<file path="src/hdl/gpo_pin_defs.vh">
// gpo_pin_defs.vh: offsets, field positions, reset values and code
// points of the pin 5 output control register.
// assumes it is included by bare name into modules that need the map.
`ifndef GPO_PIN_DEFS_VH
`define GPO_PIN_DEFS_VH

// register address in the 8-bit device register space
`define GPO_CTL_ADDR 8'h15
// reset value of the whole control register
`define GPO_CTL_RESET 8'h00
// read data returned for any other address
`define GPO_RD_UNMAPPED 8'h00

// field positions inside pin5_output_control
`define GPO_SEL_HI 7
`define GPO_SEL_LO 5
`define GPO_SRC_HI 4
`define GPO_SRC_LO 2
`define GPO_VAL_BIT 1
`define GPO_EN_BIT 0

// source group codes (codes 0 to 3 are the receive ports)
`define GPO_SRC_RX3 3'h3
`define GPO_SRC_DEV 3'h4
`define GPO_SRC_RSV 3'h5
`define GPO_SRC_TX0 3'h6
`define GPO_SRC_TX1 3'h7

// signal codes when a receive port is the source
`define GPO_RSEL_GPIO3 3'h3
`define GPO_RSEL_LOCK 3'h4
`define GPO_RSEL_PASS 3'h5
`define GPO_RSEL_FV 3'h6
`define GPO_RSEL_LV 3'h7

// signal codes when device status is the source
`define GPO_DSEL_VAL 3'h0
`define GPO_DSEL_LOCK_OR 3'h1
`define GPO_DSEL_PASS_AND 3'h2
`define GPO_DSEL_PASS_AND2 3'h3
`define GPO_DSEL_SYNC 3'h4

// signal codes when a transmit port is the source
`define GPO_TSEL_PASS_AND 3'h0
`define GPO_TSEL_PASS_OR 3'h1
`define GPO_TSEL_FV 3'h2
`define GPO_TSEL_LV 3'h3
`define GPO_TSEL_SYNCED 3'h4
`define GPO_TSEL_IRQ 3'h5

`endif

</file>
<file path="src/hdl/gpo_pin_mux.v">
// gpo_pin_mux: output multiplexer and driver control for pin 5.
// assumes all status inputs are synchronous to clock, and that the
// register port is driven by the device's own register access logic.
//
// Summary of operation
// - source field bits 4:2 picks group
// - rx select 000-011 gives remote values
// - rx select 100-111 gives lock/pass/fv/lv
// - status select 000 gives software level
// - status select 001 ORs enabled locks
// - status select 010/011 ANDs enabled passes
// - status select 100 gives camera sync
// - tx select 000/001 AND/OR selected status
// - tx select 010/011 frame/line valid
// - tx select 100 synced, 101 interrupt
// - bit 1 holds the software level
// - bit 0 enables the pin driver
`timescale 1ns/1ps
`default_nettype none
`include "gpo_pin_defs.vh"

module gpo_pin_mux (
    // device clock, 20 MHz
    input wire clock,
    // synchronous reset, active low
    input wire nrst,
    // freezes every flip-flop while low and nrst is high
    input wire clk_en,
    // register access port, 8-bit address space
    input wire [7:0] reg_addr,
    input wire [7:0] reg_wdata,
    input wire reg_wr,
    input wire reg_rd,
    output reg [7:0] reg_rdata_q,
    // per receive port: four forwarded values each, port 0 lowest
    input wire [15:0] rx_remote_gpio,
    input wire [3:0] rx_lock,
    input wire [3:0] rx_pass,
    input wire [3:0] rx_frame_valid,
    input wire [3:0] rx_line_valid,
    // receive ports that are enabled in the device
    input wire [3:0] rx_port_enabled,
    // internal frame synchronisation signal
    input wire camera_sync_signal,
    // receive ports mapped to each transmit port, tx0 in [3:0]
    input wire [7:0] tx_rx_select,
    // per transmit port status
    input wire [1:0] tx_frame_valid,
    input wire [1:0] tx_line_valid,
    input wire [1:0] tx_synced,
    input wire [1:0] tx_interrupt,
    // pin level and active-low driver enable
    output reg pin5_out_q,
    output reg pin5_drive_n_q
);

    ////////////////////////////////////////////////////////////////////
    // reduction helpers, each used for both status and transmit groups

    // AND over the masked ports; an empty mask yields 0 so that a pin
    // never claims "all passing" when nothing is being watched
    function mask_and;
        input [3:0] mask;
        input [3:0] val;
        begin
            mask_and = (|mask) & (&(val | ~mask));
        end
    endfunction

    // OR over the masked ports; an empty mask naturally yields 0
    function mask_or;
        input [3:0] mask;
        input [3:0] val;
        begin
            mask_or = |(val & mask);
        end
    endfunction

    ////////////////////////////////////////////////////////////////////
    // control register

    // pin5_output_control storage
    reg [7:0] ctl_q;
    // next value of the control register
    reg [7:0] ctl_d;
    // write strobe decoded for this register
    wire ctl_hit_wr;
    // read strobe decoded for this register
    wire ctl_hit_rd;

    assign ctl_hit_wr = reg_wr & (reg_addr == `GPO_CTL_ADDR);
    assign ctl_hit_rd = reg_rd & (reg_addr == `GPO_CTL_ADDR);

    // all eight bits are plain read/write storage
    always @* begin
        ctl_d = ctl_q;
        if (ctl_hit_wr) begin
            ctl_d = reg_wdata;
        end
    end

    // register update, frozen by the clock enable
    always @(posedge clock) begin
        if (!nrst) begin
            ctl_q <= `GPO_CTL_RESET;
        end else if (clk_en) begin
            ctl_q <= ctl_d;
        end
    end

    ////////////////////////////////////////////////////////////////////
    // read path

    // read data; unmapped addresses read as zero, and the data stays
    // until the next read so a slow reader can sample it late
    reg [7:0] rdata_d;

    always @* begin
        rdata_d = reg_rdata_q;
        if (ctl_hit_rd) begin
            rdata_d = ctl_q;
        end else if (reg_rd) begin
            rdata_d = `GPO_RD_UNMAPPED;
        end
    end

    // registered read data
    always @(posedge clock) begin
        if (!nrst) begin
            reg_rdata_q <= `GPO_CTL_RESET;
        end else if (clk_en) begin
            reg_rdata_q <= rdata_d;
        end
    end

    ////////////////////////////////////////////////////////////////////
    // field extraction

    // pin5_signal_select
    wire [2:0] pin5_signal_select;
    // pin5_source_group
    wire [2:0] pin5_source_group;
    // pin5_software_level
    wire pin5_software_level;
    // pin5_drive_enable
    wire pin5_drive_enable;

    assign pin5_signal_select = ctl_q[`GPO_SEL_HI:`GPO_SEL_LO];
    assign pin5_source_group = ctl_q[`GPO_SRC_HI:`GPO_SRC_LO];
    assign pin5_software_level = ctl_q[`GPO_VAL_BIT];
    assign pin5_drive_enable = ctl_q[`GPO_EN_BIT];

    ////////////////////////////////////////////////////////////////////
    // receive port groups

    // chosen signal of each receive port
    wire [3:0] rx_choice;

    genvar gi;
    generate
        for (gi = 0; gi < 4; gi = gi + 1) begin : g_rx
            gpo_rx_sel u_rx_sel (
                .sel(pin5_signal_select),
                .remote_gpio(rx_remote_gpio[4*gi+3:4*gi]),
                .lock(rx_lock[gi]),
                .pass(rx_pass[gi]),
                .frame_valid(rx_frame_valid[gi]),
                .line_valid(rx_line_valid[gi]),
                .sel_out(rx_choice[gi])
            );
        end
    endgenerate

    ////////////////////////////////////////////////////////////////////
    // device status group

    // chosen device status signal
    reg dev_choice;

    always @* begin
        case (pin5_signal_select)
            `GPO_DSEL_VAL: begin
                dev_choice = pin5_software_level;
            end
            `GPO_DSEL_LOCK_OR: begin
                dev_choice = mask_or(rx_port_enabled, rx_lock);
            end
            `GPO_DSEL_PASS_AND, `GPO_DSEL_PASS_AND2: begin
                dev_choice = mask_and(rx_port_enabled, rx_pass);
            end
            `GPO_DSEL_SYNC: begin
                dev_choice = camera_sync_signal;
            end
            default: begin
                dev_choice = 1'b0;
            end
        endcase
    end

    ////////////////////////////////////////////////////////////////////
    // transmit port groups

    // chosen signal of each transmit port; each bit has one driver
    wire [1:0] tx_choice;

    genvar gt;
    generate
        for (gt = 0; gt < 2; gt = gt + 1) begin : g_tx
            // receive ports mapped onto this transmit port
            wire [3:0] mapped;
            // chosen signal of this transmit port alone
            reg choice;
            assign mapped = tx_rx_select[4*gt+3:4*gt];
            assign tx_choice[gt] = choice;

            always @* begin
                case (pin5_signal_select)
                    `GPO_TSEL_PASS_AND: begin
                        choice = mask_and(mapped, rx_pass);
                    end
                    `GPO_TSEL_PASS_OR: begin
                        choice = mask_or(mapped, rx_pass);
                    end
                    `GPO_TSEL_FV: begin
                        choice = tx_frame_valid[gt];
                    end
                    `GPO_TSEL_LV: begin
                        choice = tx_line_valid[gt];
                    end
                    `GPO_TSEL_SYNCED: begin
                        choice = tx_synced[gt];
                    end
                    `GPO_TSEL_IRQ: begin
                        choice = tx_interrupt[gt];
                    end
                    default: begin
                        choice = 1'b0;
                    end
                endcase
            end
        end
    endgenerate

    ////////////////////////////////////////////////////////////////////
    // source group selection

    // level that the pin would carry when enabled
    reg pin_level;

    always @* begin
        case (pin5_source_group)
            // receive ports 0 to 3
            3'h0, 3'h1, 3'h2, `GPO_SRC_RX3: begin
                pin_level = rx_choice[pin5_source_group[1:0]];
            end
            // device status
            `GPO_SRC_DEV: begin
                pin_level = dev_choice;
            end
            // transmit ports 0 and 1
            `GPO_SRC_TX0: begin
                pin_level = tx_choice[0];
            end
            `GPO_SRC_TX1: begin
                pin_level = tx_choice[1];
            end
            default: begin
                pin_level = 1'b0;
            end
        endcase
    end

    ////////////////////////////////////////////////////////////////////
    // pin driver flops

    // next pin level and driver enable
    reg pin_out_d;
    reg pin_drive_n_d;

    // a disabled pin is released and its level parked low, so that a
    // later enable never shows a stale value for a cycle
    always @* begin
        if (pin5_drive_enable) begin
            pin_out_d = pin_level;
            pin_drive_n_d = 1'b0;
        end else begin
            pin_out_d = 1'b0;
            pin_drive_n_d = 1'b1;
        end
    end

    // registered pin outputs; one cycle of latency is the price of
    // glitch-free pin timing across the wide multiplexer
    always @(posedge clock) begin
        if (!nrst) begin
            pin5_out_q <= 1'b0;
            pin5_drive_n_q <= 1'b1;
        end else if (clk_en) begin
            pin5_out_q <= pin_out_d;
            pin5_drive_n_q <= pin_drive_n_d;
        end
    end

endmodule

`default_nettype wire

</file>
<file path="src/hdl/gpo_rx_sel.v">
// gpo_rx_sel: picks one signal out of a single receive port's group.
// assumes the select code is stable from a register and inputs are
// synchronous to the device clock; the result is registered downstream.
`timescale 1ns/1ps
`default_nettype none
`include "gpo_pin_defs.vh"

module gpo_rx_sel (
    input wire [2:0] sel,
    input wire [3:0] remote_gpio,
    input wire lock,
    input wire pass,
    input wire frame_valid,
    input wire line_valid,
    output reg sel_out
);

    ////////////////////////////////////////////////////////////////////
    // signal choice within one receive port
    always @* begin
        case (sel)
            3'h0, 3'h1, 3'h2, `GPO_RSEL_GPIO3: begin
                sel_out = remote_gpio[sel[1:0]];
            end
            `GPO_RSEL_LOCK: begin
                sel_out = lock;
            end
            `GPO_RSEL_PASS: begin
                sel_out = pass;
            end
            `GPO_RSEL_FV: begin
                sel_out = frame_valid;
            end
            `GPO_RSEL_LV: begin
                sel_out = line_valid;
            end
            // every code is listed; kept for safety
            default: begin
                sel_out = 1'b0;
            end
        endcase
    end

endmodule

`default_nettype wire

</file>
<file path="config.mk">
export PLATFORM = sky130hd
export DESIGN_NAME = gpo_pin_mux
export DESIGN_NICKNAME = d
export VERILOG_FILES = /design/src/hdl/gpo_pin_mux.v /design/src/hdl/gpo_rx_sel.v
export VERILOG_INCLUDE_DIRS = /design/src /design/src/hdl
export SDC_FILE = /design/constraint.sdc
export NUM_CORES = 1
export LEC_CHECK = 0
export BUFFER_PORTS_ARGS = -buffer_cell sky130_fd_sc_hd__buf_4
export CAP_MARGIN = 10
export CORE_AREA = 2 2 43 85
export DETAILED_ROUTE_END_ITERATION = 8
export DIE_AREA = 0 0 45 87
export PLACE_DENSITY = 0.77
export SYNTH_ARGS = -nofsm -noshare
export SYNTH_HDL_FRONTEND = slang
export SYNTH_HIERARCHICAL = 1
export SYNTH_SLANG_ARGS = --single-unit
</file>
<file path="constraint.sdc">
create_clock -name clock -period 3.2 [get_ports clock]
set_clock_uncertainty 0.15 [all_clocks]
set_input_delay 0.16 -clock clock [delete_from_list [all_inputs] [get_ports clock]]
set_output_delay 0.16 -clock clock [all_outputs]
set_load 0.02 [all_outputs]
</file>
# After elaboration in Yosys (flattened, before gate mapping)
# Cells that the tools add are included.
# W data, S select, Z words.
# totals
regBits	18
in_bits	74
output_inout_bits	10
wordCells	73
# classes
order_cmp	2
eq_ne	14
n_mux	22
n_bitwise	14
reduce_logical	17
# op_table
operator	n
$reduce_or A4 Y1	8
$eq A3 B3 Y1 const B	7
$pmux W1 S5	4
$mux W8	2
$and A4 B4 Y4	3
$eq A3 B2 Y1 const B	4
$not A4 Y4	3
$or A4 B4 Y4	3
$pmux W1 S6	2
$reduce_and A4 Y1	3
$bmux W1 S2	5
$eq A8 B5 Y1 const B	1
$pmux W1 S4	2
$mux W1	7
$eq A3 B1 Y1 const B	2
$logic_not A3 Y1	2
$lt A2 B3 Y1 const B	2
$and A1 B1 Y1	5
$reduce_and A2 Y1	2
$reduce_bool A2 Y1	1
$reduce_or A2 Y1	1

# Depth between registers and ports, before layout
# depth
ltp_word	7
mapped_depth	6

# Hierarchy
# Netlist, hierarchy kept.
# modules_own_cells
mod	instances	cells_each	area_each_um2	seq_area_each_um2
gpo_pin_mux	1	118	1067.3	360.3
gpo_rx_sel	4	3	63.8	0.0

# Worst setup path after synthesis
# Ideal clock, no wire load.
# synth_path
kind	flip-flop to flip-flop
startpoint	reg ctl_q[7]
endpoint	reg pin5_out_q
arrival_time_ns	2.152
required_time_ns	2.924
path_slack_ns	0.772
path_stages_with_launch	7
n_path_buf	0
synth_period_minus_slack_ns	2.428
cell_sequence	dfxtp_1 mux4_1 mux2_2 mux4_2 nor2b_1 a211oi_1 o22ai_1
# synth_between
elab_chain_len	7
# synth_rtl
element	line_no	text
from (decl)	gpo_pin_mux.v:83	reg [7:0] ctl_q;
from (signal assigned)	gpo_pin_mux.v:105	ctl_q <= `GPO_CTL_RESET;
from (signal assigned)	gpo_pin_mux.v:107	ctl_q <= ctl_d;
$eq A3 B1 Y1, or another cell as far along	gpo_rx_sel.v:21	case (sel)
$reduce_or A4 Y1	gpo_rx_sel.v:21	
$pmux W1 S5 (*)	gpo_rx_sel.v:21	
via rx_choice[3]	gpo_pin_mux.v:157	wire [3:0] rx_choice;
$bmux W1 S2 (*)	gpo_pin_mux.v:254	pin_level = rx_choice[pin5_source_group[1:0]];
$mux W1 (not written as such) (*)	gpo_pin_mux.v:254	
$pmux W1 S4 (*)	gpo_pin_mux.v:251	case (pin5_source_group)
$mux W1 (*)	gpo_pin_mux.v:283	if (pin5_drive_enable) begin
to (signal assigned)	gpo_pin_mux.v:299	pin5_out_q <= pin_out_d;
to (decl)	gpo_pin_mux.v:53	output reg pin5_out_q,
# Mark *: on every way through the listed nets, which the timed path passes. The rest lies on a longest branch. The select of a mux whose other input is x is not followed.
# A chain may end at the register's enable or synchronous reset.

# Worst setup path in the final report
# Same ends and word-level chain as after synthesis.

==> flow_summary.yaml <==
synthesis:
  synth_top_flop_cell: "sky130_fd_sc_hd__dfxtp_1"
  postSynthCellCount: 130
  synth_edf_count: 0
  ys.warnings.count: 6
  synth.lib_cells_used.distinct: 37
  postSynthRegisterBits: 18
  post_synth_instance_area_mm2: 0.00132
  synthesis.nets: 204
  part_of_the_yosys_area_used_for_sequential_elements_pct: 27.2
  syn_avg_cell_area_um2: 10.2
  synth-async-reset-ratio_pct: 0
floorplan:
  die-height_um: 87
  floorplan.die_area_mm2: 0.00392
  die_w_um: 45
  core_region_area_mm2: 0.00330
  placementRows: 30
  io_pins: 84
  start_util_pct: 40.0
pwr:
  vdd.ir_drop.worst_uv: 195
  net_switching_fraction_of_the_power_pct: 22.3
  power.share.combinational_pct: 21.6
  leakage_nw: 0.933
  internal_power_w: 0.000411
  power.clock.fraction_pct: 36.0
  power-per-cell-area_mw_per_mm2: 262
  seqPwrFrac_pct: 42.4
  power.net_switching_w: 0.000118
min_path:
  worst_hold_path_type: "in2reg"
cts:
  cts.htree.levels: 1
  postCtsHoldBufs: 0
  tritoncts_num_sinks: 18
  cts_repair_resize_count: 0
  clockBufferDepth: 2
  cts_post_setup_buffers_inserted: 0
  number_of_buffers_inserted_during_clock_tree_synthesis: 3
  clock_edge_transition_at_the_registers_on_the_reported_setup_and_hold_paths_ns: 0.07
  clock_insertion_delay_worst_skew_ns: 0.26
  tritoncts_clock_tree: "built"
  clockRootBuffer: "sky130_fd_sc_hd__clkbuf_8"
global_routing:
  initial_antenna_violation_count: 0
  grt_pass1_vias: 1447
  globalRouteTotalUtil_pct: 21.5
  grt-ovfl-total: 0
  grt_max_degree: 20
  grt_first_pass_wirelength_mm: 6.46
detailed_routing:
  final_ant_viol_nets: 0
  drtPass1Iterations: 4
  detail_route.iter0.violations: 35
  drc_errors: 0
  routed_vias: 1455
  avgRoutedWirePerCell_um: 17.2
  totalWireLength_mm: 4.22
  drt-vias-per-instance: 5.94
timing:
  setup_repair_after_global_routing_missed_its_margin: "no"
  setup_total_negative_slack_ns: 0
  final-hold-violation-count: 0
  period_needed_ns: 2.86
  worst_pin_slew_ns: 0.702
  timing_max_transition_violations_final: 0
  timing.fmax_ghz: 0.350
  timing.final.setup_violations: 0
  max_slew_margin_pct: 53.1
  timing.final.crit_share_pct: 89.2
finish:
  layout-drive-gt1-share_pct: 46.0
  num_antenna_cells: 0
  count_of_nets_after_finishing: 288
  synth_to_final_area_change_pct: 52.4
  final_core_utilization_pct: 61.0
setup_path:
  worst_setup_path_end_kind: "register"
  timing.critical_path.fanout_max: 17
  start_kind: "register"
  path_class: "reg2reg"
  arrival_ns: 2.84
  reg2reg_slack_ns: 0.34
  worst_endpoint_required_time_ns: 3.19
run:
  drv_cap: 0
place:
  placed_wire_length_estimate_after_detailed_placement_mm: 3.29
  port-buffer-count: 83
  routability_driven_placement_congestion_ratio: 0.904
status:
  outcome: "completed"
[routing by layer]
metal / routed length [µm] / GRT usage (%)
met2: 2060 / 36.1
met1: 1660 / 27.1
met4: 61 / 6.15
met3: 439 / 4.15
met5: 0 / 0
[flip-flops by register name, indices dropped and copies added, names as in the netlist]
signal,count
pin5_drive_n_q,1
pin5_out_q,1
reg_rdata_q,8
ctl_q,8
[worst max-delay path: stages (launching register included)]
cell                       delay (ns)
sky130_fd_sc_hd__dfxtp_1         0.78
sky130_fd_sc_hd__mux4_1          0.64
sky130_fd_sc_hd__mux2_2          0.28
sky130_fd_sc_hd__mux4_2          0.46
sky130_fd_sc_hd__nor2b_1         0.14
sky130_fd_sc_hd__a211oi_1        0.17
sky130_fd_sc_hd__o22ai_1         0.10
[cell type report]
cell class / instances / area, µm²
clock buffers: 4 / 55.1
multi-input cells: 100 / 907
inverters: 8 / 30.0
repair buffers: 83 / 623
fillers: 290 / 1290
well taps: 32 / 40.0
flip-flops and latches: 18 / 360
[synthesized netlist by cell type, drive strengths merged, types with 2 or more instances]
master  count  area share [%]
buf         3             1.6
a21oi       4             1.5
mux2i       9             6.8
mux4        9              18
a22oi      19              11
nor2        2            0.57
mux2        6             5.1
o21ai       3             1.1
dfxtp      18              27
nand2       4             1.3
nor4        4             2.4
nor2b      20             9.5
inv         8             2.3
nor3        2            0.76
[kinds of logic (layout without fill, tap and decap cells)]
logic type,Yosys count,after routing,share of synthesized area (%)
compound gates,37,37,20.5
buf+inv,12,95,4.16
flops,18,18,27.2
mux,24,24,29.5
simple gates,39,39,18.5
[stage by stage]
stage | std cells | worst slack (ns) | hold slack, ns | total power, W | area (µm²)
after floorplan | 130 | 0.772 | 0.138 | 0.000260 | 1320
after global placement | 241 | 0.464 | 0.261 | 0.000341 | 1960
after detailed placement | 241 | 0.362 | 0.275 | 0.000343 | 1960
after CTS | 245 | 0.353 | 0.00673 | 0.000530 | 2020
after global routing | 245 | 0.245 | 0.0143 | 0.000547 | 2020
final | 245 | 0.344 | 0.00643 | 0.000529 | 2020
[power groups by stage]
stage | clock network, W | registers, W | logic (W)
4_1_cts | 0.000193 | 0.000224 | 0.000114
2_1_floorplan | 0 | 0.000229 | 0.0000304
5_1_grt | 0.000200 | 0.000224 | 0.000122
3_5_place_dp | 0 | 0.000229 | 0.000113
3_3_place_gp | 0 | 0.000229 | 0.000112
6_report | 0.000190 | 0.000224 | 0.000114
[cells in the final DEF (no fill, tap or decap), types with 2 or more instances in the layout]
master / Yosys / layout
sky130_fd_sc_hd__nor2_1: 2 / 2
sky130_fd_sc_hd__dfxtp_1: 18 / 18
sky130_fd_sc_hd__mux2i_1: 9 / 9
sky130_fd_sc_hd__nand2_1: 3 / 3
sky130_fd_sc_hd__inv_1: 8 / 8
sky130_fd_sc_hd__a21oi_1: 4 / 4
sky130_fd_sc_hd__nor3_1: 2 / 2
sky130_fd_sc_hd__nor4_1: 3 / 3
sky130_fd_sc_hd__nor2b_1: 20 / 20
sky130_fd_sc_hd__a22oi_1: 19 / 19
sky130_fd_sc_hd__mux4_1: 8 / 8
sky130_fd_sc_hd__buf_4: 0 / 83
sky130_fd_sc_hd__clkbuf_8: 0 / 4
sky130_fd_sc_hd__mux2_2: 6 / 6
sky130_fd_sc_hd__o21ai_0: 3 / 3
[final timing paths]
| kind | start | to | depth (start not counted) |
|---|---|---|---|
| worst max-delay path | ctl_q[7] | pin5_out_q | 6 |
| worst min-delay path | reg_wdata[5] | ctl_q[5] | 3 |
| worst max register to register | ctl_q[7] | pin5_out_q | 6 |
| worst min register to register | pin5_drive_n_q | pin5_drive_n_q | 2 |
No activity file was read; power rests on OpenSTA's default activity.
